File: config.mk
export PLATFORM = sky130hd
export DESIGN_NAME = usb_clock_divider_config
export DESIGN_NICKNAME = d
export VERILOG_FILES = /design/src/clkcfg_pkg.sv /design/src/clk_div.sv /design/src/trim_reg.sv /design/src/usb_clock_divider_config.sv
export SDC_FILE = /design/constraint.sdc
export NUM_CORES = 1
export LEC_CHECK = 0
export BUFFER_PORTS_ARGS = -buffer_cell sky130_fd_sc_hd__buf_2
export CORE_AREA = 5 5 101 103
export CTS_CLUSTER_DIAMETER = 150
export CTS_CLUSTER_SIZE = 12
export DETAILED_ROUTE_END_ITERATION = 10
export DIE_AREA = 0 0 106 108
export PLACE_DENSITY_LB_ADDON = 0.12
export SLEW_MARGIN = 0
export SYNTH_ARGS = -nofsm -noshare
export SYNTH_HDL_FRONTEND = slang
export SYNTH_SLANG_ARGS = --single-unit
File: constraint.sdc
create_clock -name hclk -period 4.5 [get_ports hclk]
set_input_delay 0.9 -clock hclk [delete_from_list [all_inputs] [get_ports hclk]]
set_output_delay 0.9 -clock hclk [all_outputs]
set_load 0.03 [all_outputs]
File: src/clkcfg_pkg.sv
// Constants, register map and mode decoding for the clock divider configuration block.
// Assumes a single 125 MHz bus clock that also stands in for the oscillator input.
package clkcfg_pkg;

    typedef logic [16:0] khz_t;

    // Register byte offsets
    localparam logic [7:0] CFG_OFS  = 8'h00;
    localparam logic [7:0] TRIM_OFS = 8'h04;
    localparam logic [7:0] STEP_OFS = 8'h08;
    localparam logic [7:0] STAT_OFS = 8'h0C;
    localparam logic [7:0] CORE_OFS = 8'h10;
    localparam logic [7:0] USB_OFS  = 8'h14;

    // Configuration register fields
    localparam int PRE_LSB    = 0;
    localparam int POST_LSB   = 4;
    localparam int MODE_LSB   = 8;
    localparam int USB_CLOCK_DIVIDER_SEL_BIT = 12;
    localparam int LSREQ_BIT  = 13;

    // Trim step register fields (write-only strobes)
    localparam int STEP_INC_BIT = 0;
    localparam int STEP_DEC_BIT = 1;

    // Status register fields
    localparam int ST_VALID_BIT = 0;
    localparam int ST_LOOP_BIT  = 1;
    localparam int ST_FS_BIT    = 2;
    localparam int ST_LS_BIT    = 3;
    localparam int ST_PRE_BIT   = 4;

    // Reset values
    localparam logic [2:0] PRE_RST  = 3'h0;
    localparam logic [1:0] POST_RST = 2'h0;
    localparam logic [3:0] MODE_RST = 4'h0;
    localparam logic [4:0] TRIM_RST = 5'h00;

    // Signed trim limits
    localparam logic [4:0] TRIM_MAX = 5'h0F;
    localparam logic [4:0] TRIM_MIN = 5'h10;

    // Largest legal prescaler code (divide by 5)
    localparam logic [2:0] PRE_MAX = 3'h4;

    // Clock mode codes
    localparam logic [3:0] HIGH_SPEED_CRYSTAL      = 4'h0;
    localparam logic [3:0] LOW_SPEED_CRYSTAL       = 4'h1;
    localparam logic [3:0] EXTERNAL_CLOCK_OUT      = 4'h2;
    localparam logic [3:0] EXTERNAL_CLOCK_WITH_IO  = 4'h3;
    localparam logic [3:0] HIGH_SPEED_CRYSTAL_LOOP = 4'h4;
    localparam logic [3:0] LOW_SPEED_CRYSTAL_LOOP  = 4'h5;
    localparam logic [3:0] EXTERNAL_CLOCK_LOOP     = 4'h6;
    localparam logic [3:0] EXTERNAL_CLOCK_LOOP_IO  = 4'h7;

    // Frequencies in kHz
    localparam khz_t REF_KHZ    = 17'h00FA0;
    localparam khz_t LOOP_KHZ   = 17'h17700;
    localparam khz_t USB_FS_KHZ = 17'h0BB80;
    localparam khz_t USB_LS_KHZ = 17'h01770;
    localparam khz_t CORE_24    = 17'h05DC0;
    localparam khz_t CORE_16    = 17'h03E80;
    localparam khz_t CORE_32    = 17'h07D00;
    localparam khz_t CORE_48    = 17'h0BB80;

    function automatic logic mode_known(input logic [3:0] m);
        return m <= EXTERNAL_CLOCK_LOOP_IO;
    endfunction

    function automatic logic mode_loop(input logic [3:0] m);
        return mode_known(m) && m[2];
    endfunction

    function automatic logic mode_low_xt(input logic [3:0] m);
        return (m == LOW_SPEED_CRYSTAL) || (m == LOW_SPEED_CRYSTAL_LOOP);
    endfunction

    // Loop postscaler code to divide-minus-one: 2, 3, 4, 6
    function automatic logic [2:0] loop_div_m1(input logic [1:0] c);
        unique case (c)
            2'h0: return 3'h1;
            2'h1: return 3'h2;
            2'h2: return 3'h3;
            2'h3: return 3'h5;
        endcase
    endfunction

endpackage

File: src/clk_div.sv
// Integer tick divider: one output pulse for every div_m1+1 input ticks.
// Assumes in_tick and div_m1 are synchronous to hclk.
`timescale 1ns/10ps
module clk_div (
    input  wire logic       hclk,
    input  wire logic       hresetn,
    input  wire logic       in_tick,
    input  wire logic [2:0] div_m1,
    output logic            out_tick
);
    logic [2:0] cnt_q;
    logic [2:0] cnt_d;
    logic       tick_d;

    always_comb begin
        cnt_d  = cnt_q;
        tick_d = 1'b0;
        if (in_tick) begin
            // A shrinking divide value must not leave the count stranded above it
            if (cnt_q >= div_m1) begin
                cnt_d  = 3'h0;
                tick_d = 1'b1;
            end else begin
                cnt_d = cnt_q + 3'h1;
            end
        end
    end

    always_ff @(posedge hclk or negedge hresetn) begin
        if (!hresetn) begin
            cnt_q    <= 3'h0;
            out_tick <= 1'b0;
        end else begin
            cnt_q    <= cnt_d;
            out_tick <= tick_d;
        end
    end
endmodule

File: src/trim_reg.sv
// Signed 5-bit fast oscillator trim with direct write and saturating steps.
// Assumes the strobes are one-cycle pulses from the bus slave.
`timescale 1ns/10ps
module trim_reg
    import clkcfg_pkg::*;
(
    input  wire logic       hclk,
    input  wire logic       hresetn,
    input  wire logic       wr_en,
    input  wire logic [4:0] wr_val,
    input  wire logic       inc,
    input  wire logic       dec,
    output logic [4:0]      trim_q
);
    logic [4:0] trim_d;

    always_comb begin
        trim_d = trim_q;
        if (wr_en) begin
            trim_d = wr_val;
        end else if (inc && !dec && trim_q != TRIM_MAX) begin
            trim_d = trim_q + 5'h01;
        end else if (dec && !inc && trim_q != TRIM_MIN) begin
            trim_d = trim_q - 5'h01;
        end
    end

    always_ff @(posedge hclk or negedge hresetn) begin
        if (!hresetn) begin
            trim_q <= TRIM_RST;
        end else begin
            trim_q <= trim_d;
        end
    end
endmodule

File: src/usb_clock_divider_config.sv
// Clock divider configuration: AHB-Lite registers, prescaler, postscaler, trim.
// Assumes hclk stands in for the oscillator input and loop_out_tick marks loop output edges.
`timescale 1ns/10ps

// Function
// - Trim writes alter only the fast internal oscillator, never the slow RC one.
// - Prescaler divides input by 1 to 5 for codes 000 through 100.
// - Without the loop, postscaler divides the oscillator by 1, 2, 3 or 4.
// - With the loop, postscaler gives 48, 32, 24 or 16 MHz core clocks.
// - Low-speed crystal modes need a 4 MHz input and prescaler code 000.
// - Low-speed USB only with 24 MHz core and 6 MHz USB from the loop.
// - All other core clocks serve full-speed USB only, at 48 MHz.
// - Divider combinations hold only while the USB divider selection is clear.
// - Trim is signed: 00000 centre, 01111 maximum, 10000 minimum.
// - The loop makes a fixed 96 MHz from a fixed 4 MHz reference.
module usb_clock_divider_config (
    input  wire logic        hclk,
    input  wire logic        hresetn,
    input  wire logic        hsel,
    input  wire logic [31:0] haddr,
    input  wire logic [1:0]  htrans,
    input  wire logic        hwrite,
    input  wire logic [2:0]  hsize,
    input  wire logic [31:0] hwdata,
    input  wire logic        hready,
    output logic             hreadyout,
    output logic             hresp,
    output logic [31:0]      hrdata,
    input  wire logic        loop_out_tick,
    output logic             loop_enable,
    output logic             loop_ref_tick,
    output logic             core_tick,
    output logic             core_from_loop,
    output logic             usb_low_speed,
    output logic [4:0]       fast_osc_trim,
    output clkcfg_pkg::khz_t core_khz,
    output clkcfg_pkg::khz_t usb_khz,
    output clkcfg_pkg::khz_t loop_khz
);
    import clkcfg_pkg::*;

    typedef enum logic [1:0] {BUS_IDLE, BUS_WRITE, BUS_READ, BUS_RDONE} bus_state_t;

    bus_state_t  bus_q;
    bus_state_t  bus_d;
    logic [7:0]  addr_q;
    logic [7:0]  addr_d;
    logic        hit_q;
    logic        hit_d;
    logic [31:0] rdata_d;
    logic        accept;
    logic        wr_cfg;
    logic        wr_trim;
    logic        wr_step;

    logic [2:0]  pre_q;
    logic [2:0]  pre_d;
    logic [1:0]  post_q;
    logic [1:0]  post_d;
    logic [3:0]  mode_q;
    logic [3:0]  mode_d;
    logic        usb_clock_divider_sel_q;
    logic        usb_clock_divider_sel_d;
    logic        lsreq_q;
    logic        lsreq_d;

    logic        pre_ok;
    logic        valid_d;
    logic        loop_d;
    logic        ls_ok_d;
    khz_t        in_khz;
    khz_t        core_khz_d;
    khz_t        usb_khz_d;
    logic        valid_q;
    logic        ls_ok_q;
    logic        usb_ls_d;

    logic        post_in;
    logic [2:0]  post_m1;

    // Bus slave: zero-wait writes, one wait state on reads so read data comes from a flop
    assign accept    = hsel && htrans[1] && hready;
    assign hreadyout = (bus_q != BUS_READ);
    assign hresp     = 1'b0;
    assign wr_cfg    = (bus_q == BUS_WRITE) && hit_q && (addr_q == CFG_OFS);
    assign wr_trim   = (bus_q == BUS_WRITE) && hit_q && (addr_q == TRIM_OFS);
    assign wr_step   = (bus_q == BUS_WRITE) && hit_q && (addr_q == STEP_OFS);

    always_comb begin
        bus_d  = bus_q;
        addr_d = addr_q;
        hit_d  = hit_q;
        unique case (bus_q)
            BUS_READ: begin
                bus_d = BUS_RDONE;
            end
            BUS_IDLE, BUS_WRITE, BUS_RDONE: begin
                bus_d = BUS_IDLE;
                if (accept) begin
                    bus_d  = hwrite ? BUS_WRITE : BUS_READ;
                    addr_d = {haddr[7:2], 2'b00};
                    // Anything beyond the low 256 bytes is unmapped
                    hit_d  = (haddr[31:8] == 24'h000000);
                end
            end
        endcase
    end

    always_comb begin
        rdata_d = hrdata;
        if (bus_q == BUS_READ) begin
            rdata_d = 32'h00000000;
            if (hit_q) begin
                unique case (addr_q)
                    CFG_OFS: begin
                        rdata_d[PRE_LSB +: 3]  = pre_q;
                        rdata_d[POST_LSB +: 2] = post_q;
                        rdata_d[MODE_LSB +: 4] = mode_q;
                        rdata_d[USB_CLOCK_DIVIDER_SEL_BIT]    = usb_clock_divider_sel_q;
                        rdata_d[LSREQ_BIT]     = lsreq_q;
                    end
                    TRIM_OFS: rdata_d[4:0] = fast_osc_trim;
                    STAT_OFS: begin
                        rdata_d[ST_VALID_BIT] = valid_q;
                        rdata_d[ST_LOOP_BIT]  = core_from_loop;
                        rdata_d[ST_FS_BIT]    = valid_q;
                        rdata_d[ST_LS_BIT]    = ls_ok_q;
                        rdata_d[ST_PRE_BIT]   = (pre_q <= PRE_MAX);
                    end
                    CORE_OFS: rdata_d[16:0] = core_khz;
                    USB_OFS:  rdata_d[16:0] = usb_khz;
                    default:  rdata_d = 32'h00000000;
                endcase
            end
        end
    end

    always_ff @(posedge hclk or negedge hresetn) begin
        if (!hresetn) begin
            bus_q  <= BUS_IDLE;
            addr_q <= 8'h00;
            hit_q  <= 1'b0;
            hrdata <= 32'h00000000;
        end else begin
            bus_q  <= bus_d;
            addr_q <= addr_d;
            hit_q  <= hit_d;
            hrdata <= rdata_d;
        end
    end

    // Configuration selections
    always_comb begin
        pre_d    = pre_q;
        post_d   = post_q;
        mode_d   = mode_q;
        usb_clock_divider_sel_d = usb_clock_divider_sel_q;
        lsreq_d  = lsreq_q;
        if (wr_cfg) begin
            pre_d    = hwdata[PRE_LSB +: 3];
            post_d   = hwdata[POST_LSB +: 2];
            mode_d   = hwdata[MODE_LSB +: 4];
            usb_clock_divider_sel_d = hwdata[USB_CLOCK_DIVIDER_SEL_BIT];
            lsreq_d  = hwdata[LSREQ_BIT];
        end
    end

    always_ff @(posedge hclk or negedge hresetn) begin
        if (!hresetn) begin
            pre_q    <= PRE_RST;
            post_q   <= POST_RST;
            mode_q   <= MODE_RST;
            usb_clock_divider_sel_q <= 1'b0;
            lsreq_q  <= 1'b0;
        end else begin
            pre_q    <= pre_d;
            post_q   <= post_d;
            mode_q   <= mode_d;
            usb_clock_divider_sel_q <= usb_clock_divider_sel_d;
            lsreq_q  <= lsreq_d;
        end
    end

    // Derived clock plan; the input rate is inferred from the prescaler that brings it to 4 MHz
    always_comb begin
        pre_ok = (pre_q <= PRE_MAX);
        unique case (pre_q)
            3'h0:    in_khz = REF_KHZ;
            3'h1:    in_khz = 17'h01F40;
            3'h2:    in_khz = 17'h02EE0;
            3'h3:    in_khz = 17'h03E80;
            3'h4:    in_khz = 17'h04E20;
            default: in_khz = 17'h00000;
        endcase
        valid_d = pre_ok && mode_known(mode_q)
                  && (!mode_low_xt(mode_q) || pre_q == 3'h0)
                  && !usb_clock_divider_sel_q;
        loop_d = valid_d && mode_loop(mode_q);
        core_khz_d = 17'h00000;
        if (loop_d) begin
            unique case (post_q)
                2'h0: core_khz_d = CORE_48;
                2'h1: core_khz_d = CORE_32;
                2'h2: core_khz_d = CORE_24;
                2'h3: core_khz_d = CORE_16;
            endcase
        end else if (valid_d) begin
            unique case (post_q)
                2'h0: core_khz_d = in_khz;
                2'h1: core_khz_d = in_khz >> 1;
                2'h2: core_khz_d = khz_t'(in_khz / 17'h00003);
                2'h3: core_khz_d = in_khz >> 2;
            endcase
        end
        ls_ok_d   = loop_d && (post_q == 2'h2);
        usb_ls_d  = ls_ok_d && lsreq_q;
        usb_khz_d = !valid_d ? 17'h00000 : (usb_ls_d ? USB_LS_KHZ : USB_FS_KHZ);
    end

    always_ff @(posedge hclk or negedge hresetn) begin
        if (!hresetn) begin
            valid_q        <= 1'b0;
            core_from_loop <= 1'b0;
            ls_ok_q        <= 1'b0;
            usb_low_speed  <= 1'b0;
            core_khz       <= 17'h00000;
            usb_khz        <= 17'h00000;
            loop_khz       <= 17'h00000;
        end else begin
            valid_q        <= valid_d;
            core_from_loop <= loop_d;
            ls_ok_q        <= ls_ok_d;
            usb_low_speed  <= usb_ls_d;
            core_khz       <= core_khz_d;
            usb_khz        <= usb_khz_d;
            loop_khz       <= valid_d ? LOOP_KHZ : 17'h00000;
        end
    end

    // The loop runs for USB in every valid plan, so its reference is always needed then
    assign loop_enable = valid_q;
    // Without the loop the postscaler counts oscillator cycles, with it loop edges
    assign post_in = core_from_loop ? loop_out_tick : valid_q;
    assign post_m1 = core_from_loop ? loop_div_m1(post_q) : {1'b0, post_q};

    clk_div u_prescale (
        .hclk     (hclk),
        .hresetn  (hresetn),
        .in_tick  (valid_q),
        .div_m1   (pre_q),
        .out_tick (loop_ref_tick)
    );

    clk_div u_postscale (
        .hclk     (hclk),
        .hresetn  (hresetn),
        .in_tick  (post_in),
        .div_m1   (post_m1),
        .out_tick (core_tick)
    );

    // Only the fast oscillator has a trim path; the slow RC clock is untouched
    trim_reg u_trim (
        .hclk    (hclk),
        .hresetn (hresetn),
        .wr_en   (wr_trim),
        .wr_val  (hwdata[4:0]),
        .inc     (wr_step && hwdata[STEP_INC_BIT]),
        .dec     (wr_step && hwdata[STEP_DEC_BIT]),
        .trim_q  (fast_osc_trim)
    );
endmodule

=== Yosys cells after proc, flatten, opt, wreduce, memory -nomap -nowiden ===
Index checks and enable logic that the tools add are counted.

* Register bits: 119
* Bits of input ports: 75
* Output and inout bits: 95
* Logic and storage cells: 114

* $add $sub $neg: 4
* Div/mod/pow operators: 1
* $lt $le $gt $ge: 4
* Eq/ne operators: 20
* Muxes and demuxes: 31
* Reductions and logical operators: 33

{| class="wikitable"
|+ Operators by type and width
! kind !! count
|-
| 17-bit one-hot mux with 4 select lines || 2
|-
| 15-bit one-hot mux with 5 select lines || 1
|-
| 17-bit 2-to-1 mux || 4
|-
| 16-bit 2-to-1 mux || 2
|-
| 24-bit zero test || 1
|-
| 1-bit logical AND || 19
|-
| 6-bit one-hot mux with 3 select lines || 1
|-
| 17-bit by 2-bit divider with 17-bit output (second input constant) || 1
|-
| 5-bit 2-to-1 mux || 3
|-
| 3-bit one-hot mux with 5 select lines || 1
|-
| 6-bit by 2-bit equality test with 1-bit output (second input constant) || 2
|-
| 6-bit by 3-bit equality test with 1-bit output (second input constant) || 2
|-
| 3-bit one-hot mux with 4 select lines || 1
|-
| 3-bit 2-to-1 mux || 3
|-
| 2-bit equality test (second input constant) || 4
|-
| 8-bit zero test || 1
|-
| 2-bit one-hot mux with 2 select lines || 2
|-
| 3-bit by 1-bit adder with 3-bit output (second input constant) || 2
|-
| 3-bit by 2-bit equality test with 1-bit output (second input constant) || 2
|-
| 6-bit by 1-bit equality test with 1-bit output (second input constant) || 1
|-
| 3-bit greater-or-equal comparator || 2
|-
| 3-bit one-hot mux with 2 select lines || 1
|-
| 5-bit by 1-bit adder with 5-bit output (second input constant) || 1
|-
| 1-bit 2-to-1 mux || 5
|-
| other kinds (22) || 29
|}

=== Longest topological paths before layout ===
Gate-level depths: netlist of run 1.

* Depth in word-level cells: 11
* Mapped depth: 18
* Mapped depth without buffers: 15

=== Modules after synthesis ===
From an unflattened synthesis of run 1, not the netlist that was laid out.

* Cell total of the unflattened synthesis: 515
* Area, all modules: 4768.3 um^2

{| class="wikitable"
|+ By module, submodules not included
! module !! times used !! cells each !! area an instance (um^2)
|-
| usb_clock_divider_config || 1 || 414 || 3796.1
|-
| clk_div || 2 || 25 || 255.2
|-
| trim_reg || 1 || 51 || 461.7
|}

=== Worst setup path after synthesis of run 1 ===
No wires, ideal clock.

* Path kind: reg2reg
* From: register pre_q[1]
* To: register core_khz[0]
* Setup time: 0.132 ns
* Arrival time: 3.684 ns
* Required time: 4.368 ns
* Path slack: 0.684 ns
* Stages on the path, launching flop included: 19
* Clock period less this slack: 3.816 ns
* Cells stage by stage: dfrtp_1 buf_2 clkbuf_1 buf_1 a21oi_1 ha_1 nor2_1 a21o_1 nand2_1 ha_1 a21o_1 a221o_1 a21oi_1 o21ai_0 a21o_1 ha_1 inv_1 o32ai_1 a21oi_1

* Word-level cells in the longest chain between the ends: 6

{| class="wikitable"
|+ RTL lines
! element !! line !! text
|-
| from (decl) || usb_clock_divider_config.sv:56 || <nowiki>logic [2:0] pre_q;</nowiki>
|-
| from (signal assigned) || usb_clock_divider_config.sv:176 || <nowiki>pre_q <= pre_d;</nowiki>
|-
| 3-bit equality test, or another cell as far along || usb_clock_divider_config.sv:187 || <nowiki>unique case (pre_q)</nowiki>
|-
| 15-bit one-hot mux with 5 select lines, or another cell as far along || usb_clock_divider_config.sv:187 ||
|-
| 17-bit by 2-bit divider with 17-bit output / 1-bit logical AND (equally long branches) || usb_clock_divider_config.sv:211, usb_clock_divider_config.sv:196 ||
|-
| 17-bit one-hot mux with 4 select lines / 1-bit logical AND (equally long branches) || usb_clock_divider_config.sv:208, usb_clock_divider_config.sv:197 ||
|-
| 17-bit 2-to-1 mux / 1-bit logical AND (equally long branches) || usb_clock_divider_config.sv:207, usb_clock_divider_config.sv:198 ||
|-
| 17-bit 2-to-1 mux (*) || usb_clock_divider_config.sv:200 || <nowiki>if (loop_d) begin</nowiki>
|-
| net core_khz_d[0] || usb_clock_divider_config.sv:72 || <nowiki>khz_t core_khz_d;</nowiki>
|-
| to (signal assigned) || usb_clock_divider_config.sv:234 || <nowiki>core_khz <= core_khz_d;</nowiki>
|-
| to (decl) || usb_clock_divider_config.sv:36 || <nowiki>output clkcfg_pkg::khz_t core_khz,</nowiki>
|}

Mark *: on every way through the listed nets, which the timed path passes. The rest lies on a longest branch.
A chain may end at the register's enable or synchronous reset.

=== Final worst setup path of run 1 ===
Same ends and word-level chain as after synthesis.

==> results.toml, run 1 <==
[setup_path]
cp.required_ps = 4720
cp_max_fo = 8
end_kind = "register"
slowest_stage = "dfrtp_1"
start_kind = "register"
crit_chain = "nor2b_1, ha_1, nor2b_1, a21o_1, nand2_1, ha_1, a21o_1, a221o_1, a21oi_1, o21ai_0, a21o_1, ha_1, inv_1, o32ai_1, a21oi_1"
slowest_delay_ps = 510
crit_arrival_ps = 4040
crit_type = "reg2reg"

[cts]
clk_pin_slew_ps = 70
h-tree-depth = 3
clk_latency_ps = 350
post_cts_buffers = 0
cts_hold_buf = 0
clock_sinks = 71
cts_max_path_buffers = 2
cts_buffers = 9
post_cts_resized = 0
cts_tree = "yes"
cts_root_buf = "clkbuf_8"

[synthesis]
avgSynthCellArea_um2 = 9.54
yosys_warnings = 0
synth_area_um2 = 4500
synth_ff_type = "dfrtp_1"
postSynthCellCount = 472
ys_ff_latch = 71
async_flop_share = 1.00
ys_top_cells_by_area = "dfrtp_1 39%, buf_4 8.5%, ha_1 6.1%"
yosys.area.top_type = "dfrtp_1"
ys_seq_area_frac = 0.395
synth_top_area_share = 0.395
synth-edff-count = 0
ys_types = 62

[power]
powerDensity_nw_per_um2 = 348
ir_worst_vdd_uv = 191
power.total_mw = 1.76
total_leakage_power_nw = 2.60

[sta]
slew_headroom = 0.386
fmax_mhz = 262
hold_viol_final = 0
period_minus_slack_ps = 3820
timing.clock.skew_ps = 8.99
period_share = 0.850
fin_setup_tns_ps = 0
fin_hold_ws_ps = 480
setup_viol = 0
maxSlewViolCount = 0
setup_ws_ps = 677
rsz0062_at_grt = "no"
max_slew.worst_pin.slew_ps = 915

[die]
fp.dieW_um = 106
core_um2 = 9110
die_area_um2 = 11400
ios = 170
initial_core_util = 0.494
die_h_um = 108
rows = 35

[global_route]
grt_pass1_wl_um = 17100
grtUsageTotal = 0.186
overflow = 0
antenna_found_initial = 0
grt_pass1_vias = 3417
grt_max_degree = 51

[cells_and_area]
design_area_um2 = 5070
n_antenna_cell = 0
area_growth_pct = 12.6
nets = 651
final_cells = 669
drive_above_1_share = 0.276
final_util = 0.556

[drt]
wl_per_cell_um = 16.2
num_vias = 3646
drc = 0
dr.pass1.iters = 4
ant_nets = 0
viasPerCell = 5.45
wl_um = 10900
first_iter_violations = 252

[placement]
post-place-cells = 653
port_buffers = 109
dpl.hpwl_um = 8210
place_congestion = 0.839
pre_cts_slack_ps = 713
place_area_um2 = 4840

[outcome]
status = "completed"

[worst_hold_path]
min_path_type = "reg2reg"

[job]
cap_viol_max_count = 0
## layout make-up
class | instances | area (um^2)
flip-flops and latches | 71 | 1780
clock buffers | 11 | 141
fillers | 828 | 4040
clock inverters | 5 | 81.3
repair buffers | 113 | 576
multi-input cells | 344 | 2300
inverters | 14 | 52.6
well taps | 111 | 139
## worst max-delay path, delay by kind of cell, from the launching register on
| family | cells | cell delay [ps] |
|---|---|---|
| AO/OA/AOI/OAI | 8 | 1680 |
| adder cells (fa/ha/maj) | 3 | 880 |
| AND/OR/NAND/NOR | 3 | 590 |
| flip-flops | 1 | 510 |
| buffers and inverters | 1 | 40 |
## power breakdown
| part | leakage [nW] | switching [mW] | internal [mW] |
|---|---|---|---|
| Sequential | 0.934 | 0.0763 | 0.697 |
| Combinational | 1.56 | 0.252 | 0.166 |
| Clock | 0.110 | 0.246 | 0.328 |
## synth_stat cells (all sizes together) (9+ instances only)
cell,n
a21o,10
a21oi,28
a221o,9
a22o,12
buf,58
clkbuf,18
dfrtp,71
ha,22
inv,13
mux2,17
mux2i,9
nand2,44
nor2,24
nor3,11
o21ai,27
## placed cells by master, fill, tap and decap left out, drive strengths merged, types with 11 or more instances in the layout
cell / instances
a21oi: 28
a22o: 12
buf: 113
clkbuf: 11
conb: 34
dfrtp: 71
ha: 22
inv: 13
mux2: 17
nand2: 44
nor2: 24
nor3: 11
o21ai: 27
## state kept, by name, indices dropped and copies added, names as in the netlist, 3 cells and up
register	count
mode_q	4
pre_q	3
u_prescale.cnt_q	3
core_khz	16
addr_q	6
u_postscale.cnt_q	3
u_trim.trim_q	5
hrdata	16
## final timing paths
check                      startpoint          end  slack, ps  cells past startpoint
max reg2reg                  pre_q[1]  core_khz[0]        680                     15
min                        hrdata[15]   hrdata[15]        480                      2
max in group asynchronous     hresetn      ls_ok_q       3000                      2
max                          pre_q[1]  core_khz[0]        680                     15
min in group asynchronous     hresetn    mode_q[1]        490                      1
min reg2reg                hrdata[15]   hrdata[15]        480                      2
## routing by layer
layer / track usage / wire [um] / up-vias
met5: 0 / 0 / -
met4: 0.0500 / 115 / 0
met3: 0.0442 / 747 / 12
met2: 0.300 / 5210 / 117
met1: 0.254 / 4790 / 1743
li1: - / - / 1774
## cells by family after synthesis
| kind of cell | Yosys count | share of synthesized area |
|---|---|---|
| flip-flops | 71 | 0.395 |
| XOR/XNOR | 4 | 0.00778 |
| buffers and inverters | 90 | 0.122 |
| AO/OA/AOI/OAI | 122 | 0.182 |
| multiplexers | 26 | 0.0692 |
| adder cells (fa/ha/maj) | 24 | 0.0681 |
| AND/OR/NAND/NOR | 134 | 0.156 |
| other | 1 | 0.000833 |
Note: power is estimated with default switching activity, not from simulation.
==> run 2: changes to the inputs <==
--- a/config.mk
+++ b/config.mk
@@ -6,11 +6,11 @@
 export NUM_CORES = 1
 export LEC_CHECK = 0
 export BUFFER_PORTS_ARGS = -buffer_cell sky130_fd_sc_hd__buf_2
-export CORE_AREA = 5 5 101 103
+export CORE_AREA = 5 5 107 109
 export CTS_CLUSTER_DIAMETER = 150
 export CTS_CLUSTER_SIZE = 12
 export DETAILED_ROUTE_END_ITERATION = 10
-export DIE_AREA = 0 0 106 108
+export DIE_AREA = 0 0 112 114
 export PLACE_DENSITY_LB_ADDON = 0.12
 export SLEW_MARGIN = 0
 export SYNTH_ARGS = -nofsm -noshare
==> constraint.sdc (replaced) <==
create_clock -name hclk -period 3.3 [get_ports hclk]
set_input_delay 0.66 -clock hclk [delete_from_list [all_inputs] [get_ports hclk]]
set_output_delay 0.66 -clock hclk [all_outputs]
set_load 0.03 [all_outputs]
==> run 2 against run 1 <==
Against the previous run:
- fmax grew 22%
- cell count grew 5.5%
- count of clock-buffer cells in the layout shrank 2
- sequential share of layout area shrank 1.2 points
- utilization shrank 5.7 points
- clock skew grew 0.86 ps
- clock power grew 43%
- setup slack lost 510 ps
- routed wire length grew 0.68%
- sequential power grew 35%
- sequential cell count is the same
- global-route usage shrank 1.7 points
- largest power group unchanged
==> results.toml, run 2 (synthesis gave the netlist of run 1 again) <==
[cts]
clock_sinks = 71
cts_hold_buf = 0
clk_pin_slew_ps = 80
clk_latency_ps = 340
cts_max_path_buffers = 2
cts_tree = "yes"
cts_buffers = 9
cts_root_buf = "clkbuf_8"
h-tree-depth = 3

[drt]
ant_nets = 0
dr.pass1.iters = 4
wl_met1_um = 4800
num_vias = 3653
wl_um = 10900
drc = 0
wl_met3_um = 857
wl_per_cell_um = 15.5
first_iter_violations = 206
dr_wl_met2_um = 5200
viasPerCell = 5.17
top_layer_used = "met4"

[die]
die_area_um2 = 12800
ios = 170
core_um2 = 10500
die_h_um = 114
initial_core_util = 0.428
fp.dieW_um = 112
rows = 38

[power]
p_seq_frac = 0.420
p_int_mw = 1.69
ir_worst_vdd_uv = 290
p_sw_frac = 0.316
p_switching_mw = 0.781
combPwrFrac = 0.249
total_leakage_power_nw = 2.66
pwr-share-clk = 0.332
powerDensity_nw_per_um2 = 472

[worst_hold_path]
min_path_type = "in2async"

[sta]
setup_ws_ps = 162
hold_viol_final = 0
fin_setup_tns_ps = 0
period_share = 0.951
period_minus_slack_ps = 3140
timing.clock.skew_ps = 9.85
setup_viol = 0
slew_headroom = 0.407
max_slew.worst_pin.slew_ps = 882
rsz0062_at_grt = "no"
fmax_mhz = 319
maxSlewViolCount = 0

[setup_path]
cp_max_fo = 5
crit_type = "reg2reg"
start_kind = "register"
crit_arrival_ps = 3350
cp.required_ps = 3510
end_kind = "register"

[global_route]
grt_pass1_vias = 3499
overflow = 0
antenna_found_initial = 0
grt_max_degree = 33
grt_pass1_wl_um = 17700
grtUsageTotal = 0.169

[cells_and_area]
top_regs = "core_khz: 16 flops, hrdata: 16 flops, addr_q: 6 flops"
seqCellArea_um2 = 1780
n_antenna_cell = 0
final_cells = 706
most-common-layout-cells = "109 x buf_2, 69 x dfrtp_1, 42 x nand2_1, 34 x conb_1, 26 x a21oi_1"
nFillCells = 1013
drive_above_1_share = 0.309
area_growth_pct = 16.6
multi_input_area_um2 = 2370
design_area_um2 = 5250
final_common_cell = "buf_2"
nets = 660

[placement]
pre_cts_slack_ps = 138
place_congestion = 0.850
dpl.hpwl_um = 8350
place_area_um2 = 4980
port_buffers = 109
post-place-cells = 689

[outcome]
status = "completed"

[job]
cap_viol_max_count = 0
-- run 2: cell types whose count changed in the layout (fill, tap and decap cells not counted), moves of 2 or more --
cell | before | now
ha_4 | 0 | 2
dfrtp_2 | 0 | 2
o21ai_0 | 27 | 25
dfrtp_1 | 71 | 69
nor2b_1 | 7 | 5
a21oi_1 | 28 | 26
ha_1 | 22 | 20
buf_4 | 4 | 13
-- run 2: area by class of cell --
| class | count | area share |
|---|---|---|
| Inverter | 14 | 0.0100 |
| Multi-Input combinational cell | 344 | 0.451 |
| Clock inverter | 6 | 0.0207 |
| Clock buffer | 9 | 0.0236 |
| Sequential cell | 71 | 0.339 |
| Timing Repair Buffer | 122 | 0.123 |
| Tap cell | 140 | 0.0334 |
-- run 2: final timing paths --
| check | endpoint | slack [ps] | start | cells after the start |
|---|---|---|---|---|
| worst max-delay path | core_khz[0] | 160 | pre_q[1] | 15 |
| max in group asynchronous | usb_khz[10] | 2150 | hresetn | 2 |
| worst min register to register | hrdata[4] | 480 | hrdata[4] | 2 |
| worst min-delay path | hrdata[11] | 360 | hresetn | 1 |
| worst max register to register | core_khz[0] | 160 | pre_q[1] | 15 |
| min in group hclk | hrdata[4] | 480 | hrdata[4] | 2 |
-- run 2: worst max-delay path, cell delays in order, from the launching register on --
cell and delay (ps):
dfrtp_2 440, nor2b_2 190, ha_4 180, nor2b_4 120
a21o_1 160, nand2_2 90, ha_4 200, a21o_1 170
a221o_1 300, a21oi_2 200, a31oi_2 150, a21o_1 210
ha_1 260, inv_1 30, o32ai_1 210, a21oi_1 100
-- run 2: routing by layer --
layer,up-vias,global-route usage
li1,1790,-
met1,1725,0.224
met2,129,0.280
met3,9,0.0477
met4,0,0.0369
met5,-,0
-- run 2: timing repair --
action / 4_1_cts / 5_1_grt
setup endpoints to repair: 0 / 1
buffers inserted: 0 / 2
resized for setup: 0 / 6
-- run 2: power by group through the flow --
stage | registers (mW) | clock network (mW) | logic (mW)
3_3_place_gp | 1.05 | 0 | 0.598
6_report | 1.04 | 0.821 | 0.616
2_1_floorplan | 1.04 | 0 | 0.493
3_5_place_dp | 1.06 | 0 | 0.611
4_1_cts | 1.04 | 0.839 | 0.613
5_1_grt | 1.06 | 0.870 | 0.693
-- run 2: stage by stage --
stage / hold WS [ps] / power (mW) / utilization
after detailed placement: 469 / 1.67 / 0.474
final: 363 / 2.48 / 0.500
after floorplan: 364 / 1.53 / -
after CTS: 379 / 2.49 / 0.496
after global routing: 420 / 2.62 / 0.500
after global placement: 456 / 1.65 / 0.474
==> run 3: changes to the inputs <==
--- a/config.mk
+++ b/config.mk
@@ -11,7 +11,7 @@
 export CTS_CLUSTER_SIZE = 12
 export DETAILED_ROUTE_END_ITERATION = 10
 export DIE_AREA = 0 0 112 114
-export PLACE_DENSITY_LB_ADDON = 0.12
+export PLACE_DENSITY_LB_ADDON = 0.3
 export SLEW_MARGIN = 0
 export SYNTH_ARGS = -nofsm -noshare
 export SYNTH_HDL_FRONTEND = slang
==> run 3 against run 2 <==
Against the previous run:
- power fell by 8.9%
- setup slack got worse by 21 ps
- cell count fell by 0.28%
- fmax fell by 0.67%
- count of clock-buffer cells in the layout rose by 2
- combinational power rose by 1%
- clock skew fell by 5.1 ps
- sequential power barely moved
- final area fell by 1.5%
- routed wire length rose by 0.36%
- critical path type unchanged
- largest power group unchanged
==> results.toml, run 3 (synthesis gave the netlist of run 1 again) <==
[outcome]
status = "completed"

[global_route]
grt_max_degree = 29
grt_pass1_vias = 3549
grtUsageTotal = 0.171
overflow = 0
grt_pass1_wl_um = 17800
antenna_found_initial = 0

[drt]
first_iter_violations = 242
wl_per_cell_um = 15.6
drc = 0
wl_um = 11000
viasPerCell = 5.22
num_vias = 3673
dr.pass1.iters = 4
ant_nets = 0

[setup_path]
slowest_delay_ps = 460
crit_arrival_ps = 3380
end_kind = "register"
cp.required_ps = 3520
crit_type = "reg2reg"
worst_path_most_repeated_cell = "a21o_1"
slowest_stage = "dfrtp_2"
crit_chain = "a21oi_4, ha_4, nor2b_4, a21o_1, nand2_2, ha_4, a21o_1, a221o_1, a21oi_2, a31oi_2, a21o_1, ha_1, inv_1, o32ai_1, a21oi_1"
start_kind = "register"
cp_max_fo = 6

[die]
core_um2 = 10500
initial_core_util = 0.428
die_area_um2 = 12800
fp.dieW_um = 112
rows = 38
ios = 170
die_h_um = 114

[sta]
period_share = 0.957
slew_headroom = 0.416
timing.clock.skew_ps = 4.79
fin_setup_tns_ps = 0
setup_viol = 0
fmax_mhz = 317
hold_viol_final = 0
period_minus_slack_ps = 3160
maxSlewViolCount = 0
rsz0062_at_grt = "no"
max_slew.worst_pin.slew_ps = 869

[cells_and_area]
n_antenna_cell = 0
final_common_cell = "buf_2"
top_regs = "core_khz: 16 flops, hrdata: 16 flops, addr_q: 6 flops"
design_area_um2 = 5170
nFillCells = 990
drive_above_1_share = 0.305
area_growth_pct = 14.9
nets = 659
most-common-layout-cells = "109 x buf_2, 69 x dfrtp_1, 42 x nand2_1, 34 x conb_1, 26 x a21oi_1"

[worst_hold_path]
min_path_type = "in2async"

[cts]
cts_tree = "yes"
post_cts_buffers = 0
cts_max_path_buffers = 2
clock_sinks = 71
cts_root_buf = "clkbuf_8"
post_cts_resized = 0
cts_buffers = 9
h-tree-depth = 3
clk_latency_ps = 340
clk_pin_slew_ps = 70
cts_hold_buf = 0

[placement]
dpl.hpwl_um = 8420
place_congestion = 0.856
port_buffers = 109
place_area_um2 = 4980

[power]
powerDensity_nw_per_um2 = 436
total_leakage_power_nw = 2.62
ir_worst_vdd_uv = 164

[job]
cap_viol_max_count = 0
[run 3: layout make-up]
class                      count  area, um^2  share of cell area
clock inverter                 3        21.3             0.00411
timing repair buffer         121         636               0.123
inverter                      14        52.6              0.0102
tap                          140         175              0.0339
sequential                    71        1780               0.344
clock buffer                  11         141              0.0273
multi-input combinational    344        2370               0.458
[run 3: metal layers]
| metal | vias up | routed length [um] | track usage |
|---|---|---|---|
| met2 | 120 | 5320 | 0.287 |
| met3 | 14 | 686 | 0.0414 |
| met4 | 0 | 214 | 0.0569 |
| met1 | 1749 | 4760 | 0.218 |
| li1 | 1790 | - | - |
| met5 | - | 0 | 0 |
[run 3: worst paths after layout]
check | startpoint | endpoint | slack, ps | depth (start not counted)
worst min register to register | hrdata[4] | hrdata[4] | 480 | 2
worst max-delay path | pre_q[2] | core_khz[0] | 140 | 15
worst min-delay path | hresetn | u_postscale.cnt_q[0] | 290 | 1
max in group asynchronous | hresetn | addr_q[6] | 2260 | 2
worst max register to register | pre_q[2] | core_khz[0] | 140 | 15
min in group hclk | hrdata[4] | hrdata[4] | 480 | 2
[run 3: per-stage QoR]
stage | utilization | setup WS, ps | power, mW | std cells | hold slack, ps
after CTS | 0.490 | 89.7 | 2.28 | 704 | 281
after global routing | 0.492 | 5.59 | 2.40 | 704 | 312
final | 0.492 | 141 | 2.26 | 704 | 285
after global placement | 0.474 | 208 | 1.65 | 690 | 455
after floorplan | - | 0.619 | 1.53 | 505 | 364
after detailed placement | 0.474 | 120 | 1.68 | 690 | 466
[run 3: critical path: cells and delay by family (launching register included)]
kind	cells	cell delay, ps
AND/OR/NAND/NOR	2	210
buffers and inverters	1	40
flip-flops	1	460
adder cells (fa/ha/maj)	3	670
AO/OA/AOI/OAI	9	1650
[run 3: power by group]
group / switching (mW) / total (mW) / internal, mW
registers: 0.0859 / 1.04 / 0.951
clock network: 0.308 / 0.593 / 0.285
logic: 0.374 / 0.625 / 0.251
total: 0.768 / 2.26 / 1.49
